$ cat config.mk
export PLATFORM = sky130hd
export DESIGN_NAME = csr_core_regs
export DESIGN_NICKNAME = d
export VERILOG_FILES = /design/src/common/csr_pkg.sv /design/src/hw/csr_core_regs.sv
export VERILOG_INCLUDE_DIRS = /design/src /design/src/common
export SDC_FILE = /design/constraint.sdc
export NUM_CORES = 1
export LEC_CHECK = 0
export ABC_AREA = 0
export BUFFER_PORTS_ARGS = -buffer_cell sky130_fd_sc_hd__buf_2
export CAP_MARGIN = 20
export CORE_MARGIN = 2
export CORE_UTILIZATION = 45
export DETAILED_ROUTE_END_ITERATION = 12
export PLACE_DENSITY = 0.75
export SKIP_CTS_REPAIR_TIMING = 1
export SYNTH_ARGS = -nofsm -noshare
export SYNTH_HDL_FRONTEND = slang
export SYNTH_SLANG_ARGS = --single-unit
$ cat constraint.sdc
create_clock -name clock -period 13.4 [get_ports clock]
set_input_delay 2.01 -clock clock [delete_from_list [all_inputs] [get_ports clock]]
set_output_delay 2.01 -clock clock [all_outputs]
set_load 0.05 [all_outputs]
$ cat src/common/csr_params.svh
// Register offsets, field positions and reset values of the core status registers.
`ifndef CSR_PARAMS_SVH
`define CSR_PARAMS_SVH
`define CSR_ADDR_STACK     8'h81
`define CSR_ADDR_DATA_PTR_16_LOW  8'h82
`define CSR_ADDR_DATA_PTR_16_HIGH 8'h83
`define CSR_ADDR_STATUS    8'hd0
`define CSR_ADDR_MAIN      8'he0
`define CSR_ADDR_SECOND    8'hf0
`define CSR_RST_STACK      8'h07
`define CSR_RST_ZERO       8'h00
`define CSR_BIT_CARRY      7
`define CSR_BIT_HALF       6
`define CSR_BIT_USER0      5
`define CSR_BIT_BANK_HI    4
`define CSR_BIT_BANK_LO    3
`define CSR_BIT_SIGNED     2
`define CSR_BIT_USER1      1
`define CSR_BIT_PARITY     0
`define CSR_BANK_SIZE      8'h08
`endif

$ cat src/common/csr_pkg.sv
// Types shared by the core status register block.
package csr_pkg;
  typedef enum logic [3:0] {
    CSR_OP_NONE,
    CSR_OP_ADD,
    CSR_OP_ADDC,
    CSR_OP_SUBB,
    CSR_OP_MUL,
    CSR_OP_DIV,
    CSR_OP_DECIMAL_ADJUST,
    CSR_OP_COMPARE_JUMP_UNEQUAL,
    CSR_OP_PUSH,
    CSR_OP_POP
  } csr_op_t;

  typedef struct packed {
    csr_op_t    op;
    logic [7:0] operand;
  } csr_exec_t;

  typedef struct packed {
    logic       carry_flag;
    logic       half_carry_flag;
    logic       user_flag_zero;
    logic       bank_select_high;
    logic       bank_select_low;
    logic       signed_range_flag;
    logic       user_flag_one;
    logic       parity;
  } csr_status_t;

  typedef struct packed {
    logic [7:0]  main_operand_reg;
    logic [7:0]  secondary_operand;
    logic [7:0]  stack_top_pointer;
    logic [7:0]  data_ptr_low;
    logic [7:0]  data_ptr_high;
    csr_status_t program_status_word;
    logic [7:0]  read_data;
    logic        stack_write;
    logic [7:0]  stack_write_addr;
    logic [7:0]  stack_write_data;
  } csr_state_t;
endpackage : csr_pkg

$ cat src/hw/csr_core_regs.sv
// Core operand, stack, data pointer and status word registers with flag updates.
//
// Strobed register access is this design's own decision.
`timescale 1ns/10ps
`include "csr_params.svh"
// Functional notes
// - Primary operand register: eight bits, software read/write, resets to zero.
// - Secondary operand register resets to zero; multiply and divide use it.
// - Push increments the stack pointer first, then writes at the new address.
// - Stack pointer resets to 07, so the first stack byte lands at 08.
// - Sixteen-bit data pointer from high and low bytes, both reset to zero.
// - Add or subtract sets carry on carry out or borrow into bit 7.
// - Multiply and divide always clear the carry flag.
// - Decimal adjust sets carry when the packed BCD sum exceeds 99.
// - Compare-jump-unequal sets carry when first operand is below the second.
// - Half carry set on carry out of or borrow into bit 3.
// - Status bit 5 is a free user flag with no hardware effect.
// - Bank-select bits 4 and 3 pick a bank; code 00 maps to 00-07.
// - Status word at D0 resets to zero; only the parity bit is read-only.
// - Parity bit is one when the primary operand holds an odd count of ones.
// - Add sets overflow when exactly one of bits 6 and 7 carries out.
// - Multiply overflow when product above 255; divide by zero sets overflow.
module csr_core_regs
  import csr_pkg::*;
(
  input  wire logic        clock,
  input  wire logic        rstn,
  input  wire logic [7:0]  reg_addr,
  input  wire logic [7:0]  reg_wdata,
  input  wire logic        reg_write,
  input  wire logic        reg_read,
  output      logic [7:0]  reg_rdata,
  input  wire csr_exec_t   exec,
  output      logic [15:0] data_ptr_16,
  output      logic [7:0]  bank_base,
  output      logic        stack_write,
  output      logic [7:0]  stack_write_addr,
  output      logic [7:0]  stack_write_data
);

  ////////////////////////////////////////////////////////////////////////////
  // Helpers.

  function automatic logic odd_ones(input logic [7:0] value);
    odd_ones = ^value;
  endfunction : odd_ones

  // Adds or subtracts with borrow and returns {carry7, carry6, carry3, result}.
  function automatic logic [10:0] alu_add(input logic [7:0] a, input logic [7:0] b,
                                          input logic cin, input logic sub);
    logic [8:0] full;
    logic [7:0] low7;
    logic [4:0] low4;
    full = 9'h000;
    low7 = 8'h00;
    low4 = 5'h00;
    if (sub) begin
      full = {1'b0, a} - {1'b0, b} - {8'h00, cin};
      low7 = {1'b0, a[6:0]} - {1'b0, b[6:0]} - {7'h00, cin};
      low4 = {1'b0, a[3:0]} - {1'b0, b[3:0]} - {4'h0, cin};
    end else begin
      full = {1'b0, a} + {1'b0, b} + {8'h00, cin};
      low7 = {1'b0, a[6:0]} + {1'b0, b[6:0]} + {7'h00, cin};
      low4 = {1'b0, a[3:0]} + {1'b0, b[3:0]} + {4'h0, cin};
    end
    alu_add = {full[8], low7[7], low4[4], full[7:0]};
  endfunction : alu_add

  function automatic logic [7:0] status_byte(input csr_status_t s, input logic [7:0] main);
    csr_status_t t;
    t = s;
    t.parity = odd_ones(main);
    status_byte = t;
  endfunction : status_byte

  ////////////////////////////////////////////////////////////////////////////
  // State.

  csr_state_t state;
  csr_state_t next_state;

  logic [10:0] add_res;
  logic [15:0] product;
  logic [7:0]  quotient;
  logic [7:0]  remainder;
  logic [8:0]  adjusted;
  logic        adjust_carry;

  always_comb begin
    next_state = state;
    next_state.stack_write = 1'b0;
    add_res = 11'h000;
    product = 16'h0000;
    quotient = 8'h00;
    remainder = 8'h00;
    adjusted = 9'h000;
    adjust_carry = 1'b0;

    // Software writes. Parity is recomputed from the operand, so writes to it drop.
    if (reg_write) begin
      if (reg_addr == `CSR_ADDR_MAIN) begin
        next_state.main_operand_reg = reg_wdata;
      end else if (reg_addr == `CSR_ADDR_SECOND) begin
        next_state.secondary_operand = reg_wdata;
      end else if (reg_addr == `CSR_ADDR_STACK) begin
        next_state.stack_top_pointer = reg_wdata;
      end else if (reg_addr == `CSR_ADDR_DATA_PTR_16_LOW) begin
        next_state.data_ptr_low = reg_wdata;
      end else if (reg_addr == `CSR_ADDR_DATA_PTR_16_HIGH) begin
        next_state.data_ptr_high = reg_wdata;
      end else if (reg_addr == `CSR_ADDR_STATUS) begin
        next_state.program_status_word = {reg_wdata[7:1], 1'b0};
      end
    end

    // Instruction execution; it takes priority over a software write in the same cycle.
    case (exec.op)
      CSR_OP_ADD, CSR_OP_ADDC, CSR_OP_SUBB: begin
        add_res = alu_add(state.main_operand_reg, exec.operand,
                          (exec.op != CSR_OP_ADD) && state.program_status_word.carry_flag,
                          exec.op == CSR_OP_SUBB);
        next_state.main_operand_reg = add_res[7:0];
        next_state.program_status_word.carry_flag = add_res[10];
        next_state.program_status_word.half_carry_flag = add_res[8];
        next_state.program_status_word.signed_range_flag = add_res[10] ^ add_res[9];
      end
      CSR_OP_MUL: begin
        product = state.main_operand_reg * state.secondary_operand;
        next_state.main_operand_reg = product[7:0];
        next_state.secondary_operand = product[15:8];
        next_state.program_status_word.carry_flag = 1'b0;
        next_state.program_status_word.signed_range_flag = |product[15:8];
      end
      CSR_OP_DIV: begin
        next_state.program_status_word.carry_flag = 1'b0;
        if (state.secondary_operand == `CSR_RST_ZERO) begin
          next_state.program_status_word.signed_range_flag = 1'b1;
        end else begin
          quotient = state.main_operand_reg / state.secondary_operand;
          remainder = state.main_operand_reg % state.secondary_operand;
          next_state.main_operand_reg = quotient;
          next_state.secondary_operand = remainder;
          next_state.program_status_word.signed_range_flag = 1'b0;
        end
      end
      CSR_OP_DECIMAL_ADJUST: begin
        adjusted = {1'b0, state.main_operand_reg};
        if (adjusted[3:0] > 4'h9 || state.program_status_word.half_carry_flag) begin
          adjusted = adjusted + 9'h006;
        end
        adjust_carry = adjusted[8] | state.program_status_word.carry_flag;
        if (adjusted[7:4] > 4'h9 || adjust_carry) begin
          adjusted = {1'b0, adjusted[7:0]} + 9'h060;
        end
        next_state.main_operand_reg = adjusted[7:0];
        next_state.program_status_word.carry_flag = adjust_carry | adjusted[8];
      end
      CSR_OP_COMPARE_JUMP_UNEQUAL: begin
        next_state.program_status_word.carry_flag = state.main_operand_reg < exec.operand;
      end
      CSR_OP_PUSH: begin
        next_state.stack_top_pointer = state.stack_top_pointer + 8'h01;
        next_state.stack_write = 1'b1;
        next_state.stack_write_addr = state.stack_top_pointer + 8'h01;
        next_state.stack_write_data = exec.operand;
      end
      CSR_OP_POP: begin
        next_state.stack_top_pointer = state.stack_top_pointer - 8'h01;
      end
      default: begin
      end
    endcase

    next_state.program_status_word.parity = odd_ones(next_state.main_operand_reg);

    // Read data stand in the cycle after the read strobe; unmapped addresses read zero.
    next_state.read_data = `CSR_RST_ZERO;
    if (reg_read) begin
      if (reg_addr == `CSR_ADDR_MAIN) begin
        next_state.read_data = state.main_operand_reg;
      end else if (reg_addr == `CSR_ADDR_SECOND) begin
        next_state.read_data = state.secondary_operand;
      end else if (reg_addr == `CSR_ADDR_STACK) begin
        next_state.read_data = state.stack_top_pointer;
      end else if (reg_addr == `CSR_ADDR_DATA_PTR_16_LOW) begin
        next_state.read_data = state.data_ptr_low;
      end else if (reg_addr == `CSR_ADDR_DATA_PTR_16_HIGH) begin
        next_state.read_data = state.data_ptr_high;
      end else if (reg_addr == `CSR_ADDR_STATUS) begin
        next_state.read_data = status_byte(state.program_status_word, state.main_operand_reg);
      end
    end
  end

  always_ff @(posedge clock or negedge rstn) begin
    if (!rstn) begin
      state <= '0;
      state.stack_top_pointer <= `CSR_RST_STACK;
    end else begin
      state <= next_state;
    end
  end

  ////////////////////////////////////////////////////////////////////////////
  // Outputs.

  assign reg_rdata = state.read_data;
  assign data_ptr_16 = {state.data_ptr_high, state.data_ptr_low};
  // Each bank is eight bytes, so the base is the two select bits times eight.
  assign bank_base = {3'b000, state.program_status_word.bank_select_high,
                      state.program_status_word.bank_select_low, 3'b000};
  assign stack_write = state.stack_write;
  assign stack_write_addr = state.stack_write_addr;
  assign stack_write_data = state.stack_write_data;

endmodule : csr_core_regs

# Word-level counts from Yosys, hierarchy flattened
# Cells that the tools add are included.
totals:
  register_bits: 73
  output_inout_bits: 49
  input_bits: 32
op_classes:
  multipliers: 1
  eq_ne: 33
  bitwise_logic: 8
  div: 2
  reduce_logical: 24
  muxes: 37
  add_sub_neg: 16
  magnitude_cmp: 3
ops:
  columns: ["operator", "n"]
  rows:
  - ["$mux 8", 16]
  - ["$mux 9", 6]
  - ["$eq 8x8->1 const B", 6]
  - ["$mux 48", 1]
  - ["$mux 40", 1]
  - ["$mux 16", 2]
  - ["$mux 32", 1]
  - ["$pmux 8 s2", 2]
  - ["$pmux 8 s4", 1]
  - ["$reduce_and 7->1", 4]
  - ["$ne 5x2->1 const B", 5]
  - ["$mux 24", 1]
  - ["$ne 4x1->1 const B", 6]
  - ["$mux 17", 1]
  - ["$eq 4x3->1 const B", 4]
  - ["$mul 8x8->16", 1]
  - ["$reduce_xor 8->1", 2]
  - ["$ne 2x1->1 const B", 5]
  - ["$reduce_bool 5->1", 2]
  - ["$add 8x3->9 const B", 1]
  - ["$add 8x7->9 const B", 1]
  - ["$add 8x8->9", 1]
  - ["$add 9x1->9", 1]
  - ["$sub 8x8->9", 1]
  - ["38 further kinds", 52]

# Logic depth before layout (Yosys ltp)
depth:
  depth_word: 11
  ltp_mapped: 55
  mapped_depth_nobuf: 52

# Worst setup path before layout
# No wires, ideal clock.
synth_timing:
  path_type: "register to register"
  start: "register state[62] (netlist bit)"
  end: "register state[63] (netlist bit)"
  setup_ns: 0.090
  stages_incl_launch_ff: 50
  required_ns: 13.310
  period_less_slack_ns: 12.052
  path_slack_ns: 1.348
  arrival_ns: 11.962
  path_cell_list: "dfrtp_1 -> buf_6 -> nor4_1 -> nand4b_1 -> xnor2_1 -> ha_1 -> o21ai_0 -> a2111oi_4 -> mux2_2 -> ha_1 -> o211ai_1 -> a211o_1 -> or3_1 -> nand2_1 -> ha_1 -> a21o_1 -> o21a_1 -> o21ai_2 -> [... 14 more ...] -> a211oi_1 -> inv_1 -> ha_1 -> and2_1 -> a221o_1 -> a31oi_1 -> clkbuf_1 -> nor2_1 -> a21oi_1 -> ha_1 -> nor2b_1 -> o31a_1 -> o31a_1 -> o22ai_1 -> clkbuf_1 -> o211ai_1 -> o21a_1 -> o221ai_1"
synth_lines:
  columns: ["element", "line_no", "text"]
  rows:
  - ["from (decl)", "csr_core_regs.sv:79", "csr_state_t state;"]
  - ["from (signal assigned)", "csr_core_regs.sv:200", "state <= next_state;"]

==> metrics.yaml <==
core_mm2: 0.02089
dp_cells: 1400
ys.flop_type: "dfrtp_1"
wl_per_cell_um: 19.34
required_ns: 13.64
yosysWarnings: 0
grt-ovfl-total: 0
worst-setup-path-type: "reg2reg"
numCtsBuffers: 9
maxCapViolCount: 0
slew_violations: 0
period_minus_slack_ns: 12.57
clock_path_buffers: 2
crit_top_cell: "ha_1"
seq_area_mm2: 0.001807
r2r_start: "state[62]$_DFF_PN0_"
drt-initial-drc-count: 781
period_share_pct: 93.81
clkSlewWorstSetupHoldPaths_ns: 0.06
fin_setup_tns_ns: 0
worst-path-max-fanout: 16
row_count: 53
r2r_slack_ns: 0.83
netlist_instances: 1118
dr.pass1.iters: 8
status: "finished, final reports clean"
yosysTopAreaCell: "dfrtp_1"
synth-edff-count: 0
io_pins: 81
wl_mm: 27.38
worstSkewPairLatency_ns: 0.35
nets: 1329
cp-end-kind: "flip-flop"
cts.sinks: 72
antenna_found_initial: 0
yosys-top-cells-area: "dfrtp_1 18%, ha_1 16%, fa_1 8.6%, mux2_2 5.0%, inv_1 4.1%"
synth_area_mm2: 0.009524
yosysTopAreaCellShare_pct: 18.13
synthTopCellsByCount: "120 x ha_1, 103 x inv_1, 92 x nand2_1"
io_buffers: 74
rsz0062_at_grt: "no"
crit_end: "state[62]$_DFF_PN0_"
drc: 0
die_w_um: 149.5
worst_path_max_delay_cell: "a2111oi_2"
async_reset_ff_share_pct: 100.0
cts-root-buf: "clkbuf_16"
grt_pass1_vias: 8232
synth_seq_area_share_pct: 18.96
cts.htree.levels: 3
fin_cells: 1416
critPathMaxStageDelay_ns: 0.60
drive_gt1_share_pct: 14.81
dp_hpwl_mm: 21.15
cts_tree: "built"
num_vias: 8405
grt_max_degree: 73
r2r_end: "state[62]$_DFF_PN0_"
multi_input_area_mm2: 0.006855
hold_violations: 0
worst_setup_path_start_kind: "flip-flop"
min_path_type: "reg2reg"
syn_to_final_growth_pct: 6.949
design.die.area_mm2: 0.02234
gp_congestion: 0.9653
synth-seq-cells: 72
ant_nets: 0
grt_usage_pct: 24.72
die_h_um: 149.5
ys_types: 74
r2r.worst_path.cells: 48
fin_hold_ws_ns: 0.5006
grt_pass1_wl_mm: 43.39
finClkSkew_ns: 0.008318
initial_utilization_pct: 45.59
insertedDiodeCount: 0
crit_arrival_ns: 12.81
timing.slew.headroom_pct: 32.49
startpoint: "state[62]$_DFF_PN0_"
avgSynthCellArea_um2: 8.519
viasPerCell: 5.936
fmax_mhz: 79.55
fillCellCount: 2013
tightestPinTransition_ns: 1.008
yosysMostFrequentCell: "ha_1"
setup_viol: 0
==> cell families after synthesis <==
group	Yosys count	synth area share, %
AOI/OAI and AO/OA	262	18.42
adders and majority gates	161	24.38
and+or+nand+nor	296	14.77
buffers and inverters	192	9.538
other	1	0.03937
muxes	70	8.014
xor gates and xnor gates	64	5.885
DFF	72	18.96
==> area by class of cell <==
type                       instances  share of cell area (%)
multi-input combinational        859                   67.30
sequential                        72                   17.74
timing repair buffer              88                   4.692
inverter                         106                   3.906
tap                              275                   3.378
clock buffer                       9                   2.211
clock inverter                     7                  0.7739
==> layer usage <==
| metal | vias to the layer above | global-route usage, % | wire (um) |
|---|---|---|---|
| li1 | 3920 | - | - |
| met1 | 4024 | 32.95 | 11640 |
| met2 | 383 | 40.09 | 12650 |
| met3 | 78 | 4.085 | 2110 |
| met4 | 0 | 9.714 | 986 |
| met5 | - | 0 | 0 |
==> how the worst min path moves through the flow <==
stage	startpoint	endpoint	slack, ns	cells past startpoint
2_1_floorplan	state[26]$_DFFE_PN0P_	state[26]$_DFFE_PN0P_	0.48	1
3_3_place_gp	stack_write_data[1]$_DFFE_PN0P_	stack_write_data[1]$_DFFE_PN0P_	0.48	1
3_5_place_dp	stack_write_data[1]$_DFFE_PN0P_	stack_write_data[1]$_DFFE_PN0P_	0.49	1
4_1_cts	stack_write_data[1]$_DFFE_PN0P_	stack_write_data[1]$_DFFE_PN0P_	0.50	1
5_1_grt	stack_write_addr[0]$_DFFE_PN0P_	stack_write_addr[0]$_DFFE_PN0P_	0.52	1
6_report	stack_write_data[1]$_DFFE_PN0P_	stack_write_data[1]$_DFFE_PN0P_	0.50	1
==> layout by cell type (no fill, tap or decap), drive strengths merged, types with 13 or more instances in the layout <==
cell type	n
buf	88
nor2b	13
nor2	83
mux2	44
xor2	23
xnor2	41
a21oi	61
nor3	32
ha	120
mux2i	26
dfrtp	69
o22ai	16
a21o	13
nand2	92
o21ai	56
a211oi	16
fa	41
inv	105
==> state kept, by name, summed over array words and instances, names as in the netlist <==
register          count
bank_base             2
data_ptr_16          16
reg_rdata             8
stack_write           1
stack_write_addr      8
stack_write_data      8
state                29
==> through the flow <==
| stage | setup slack [ns] | cell area, um2 | utilization (%) |
|---|---|---|---|
| 6_report | 0.8297 | 10190 | 48.76 |
| 3_3_place_gp | 0.8806 | 9857 | 47.19 |
| 3_5_place_dp | 0.6136 | 9857 | 47.19 |
| 4_1_cts | 0.5708 | 10160 | 48.64 |
| 5_1_grt | 0.03058 | 10190 | 48.76 |
| 2_1_floorplan | 1.348 | 9543 | - |
==> worst max-delay path, delay by kind of cell, from the launching register on <==
family                     cells  cell delay, ns
AOI/OAI and AO/OA             21            5.23
DFF                            1            0.54
adders and majority gates      7            2.31
and+or+nand+nor               10            2.03
muxes                          3            1.07
xor gates and xnor gates       1            0.19
buffers and inverters          6            1.07
Power is left out: the tool's default activity adds up to more than one toggle a clock period on the data nets, which glitch-free logic cannot reach.
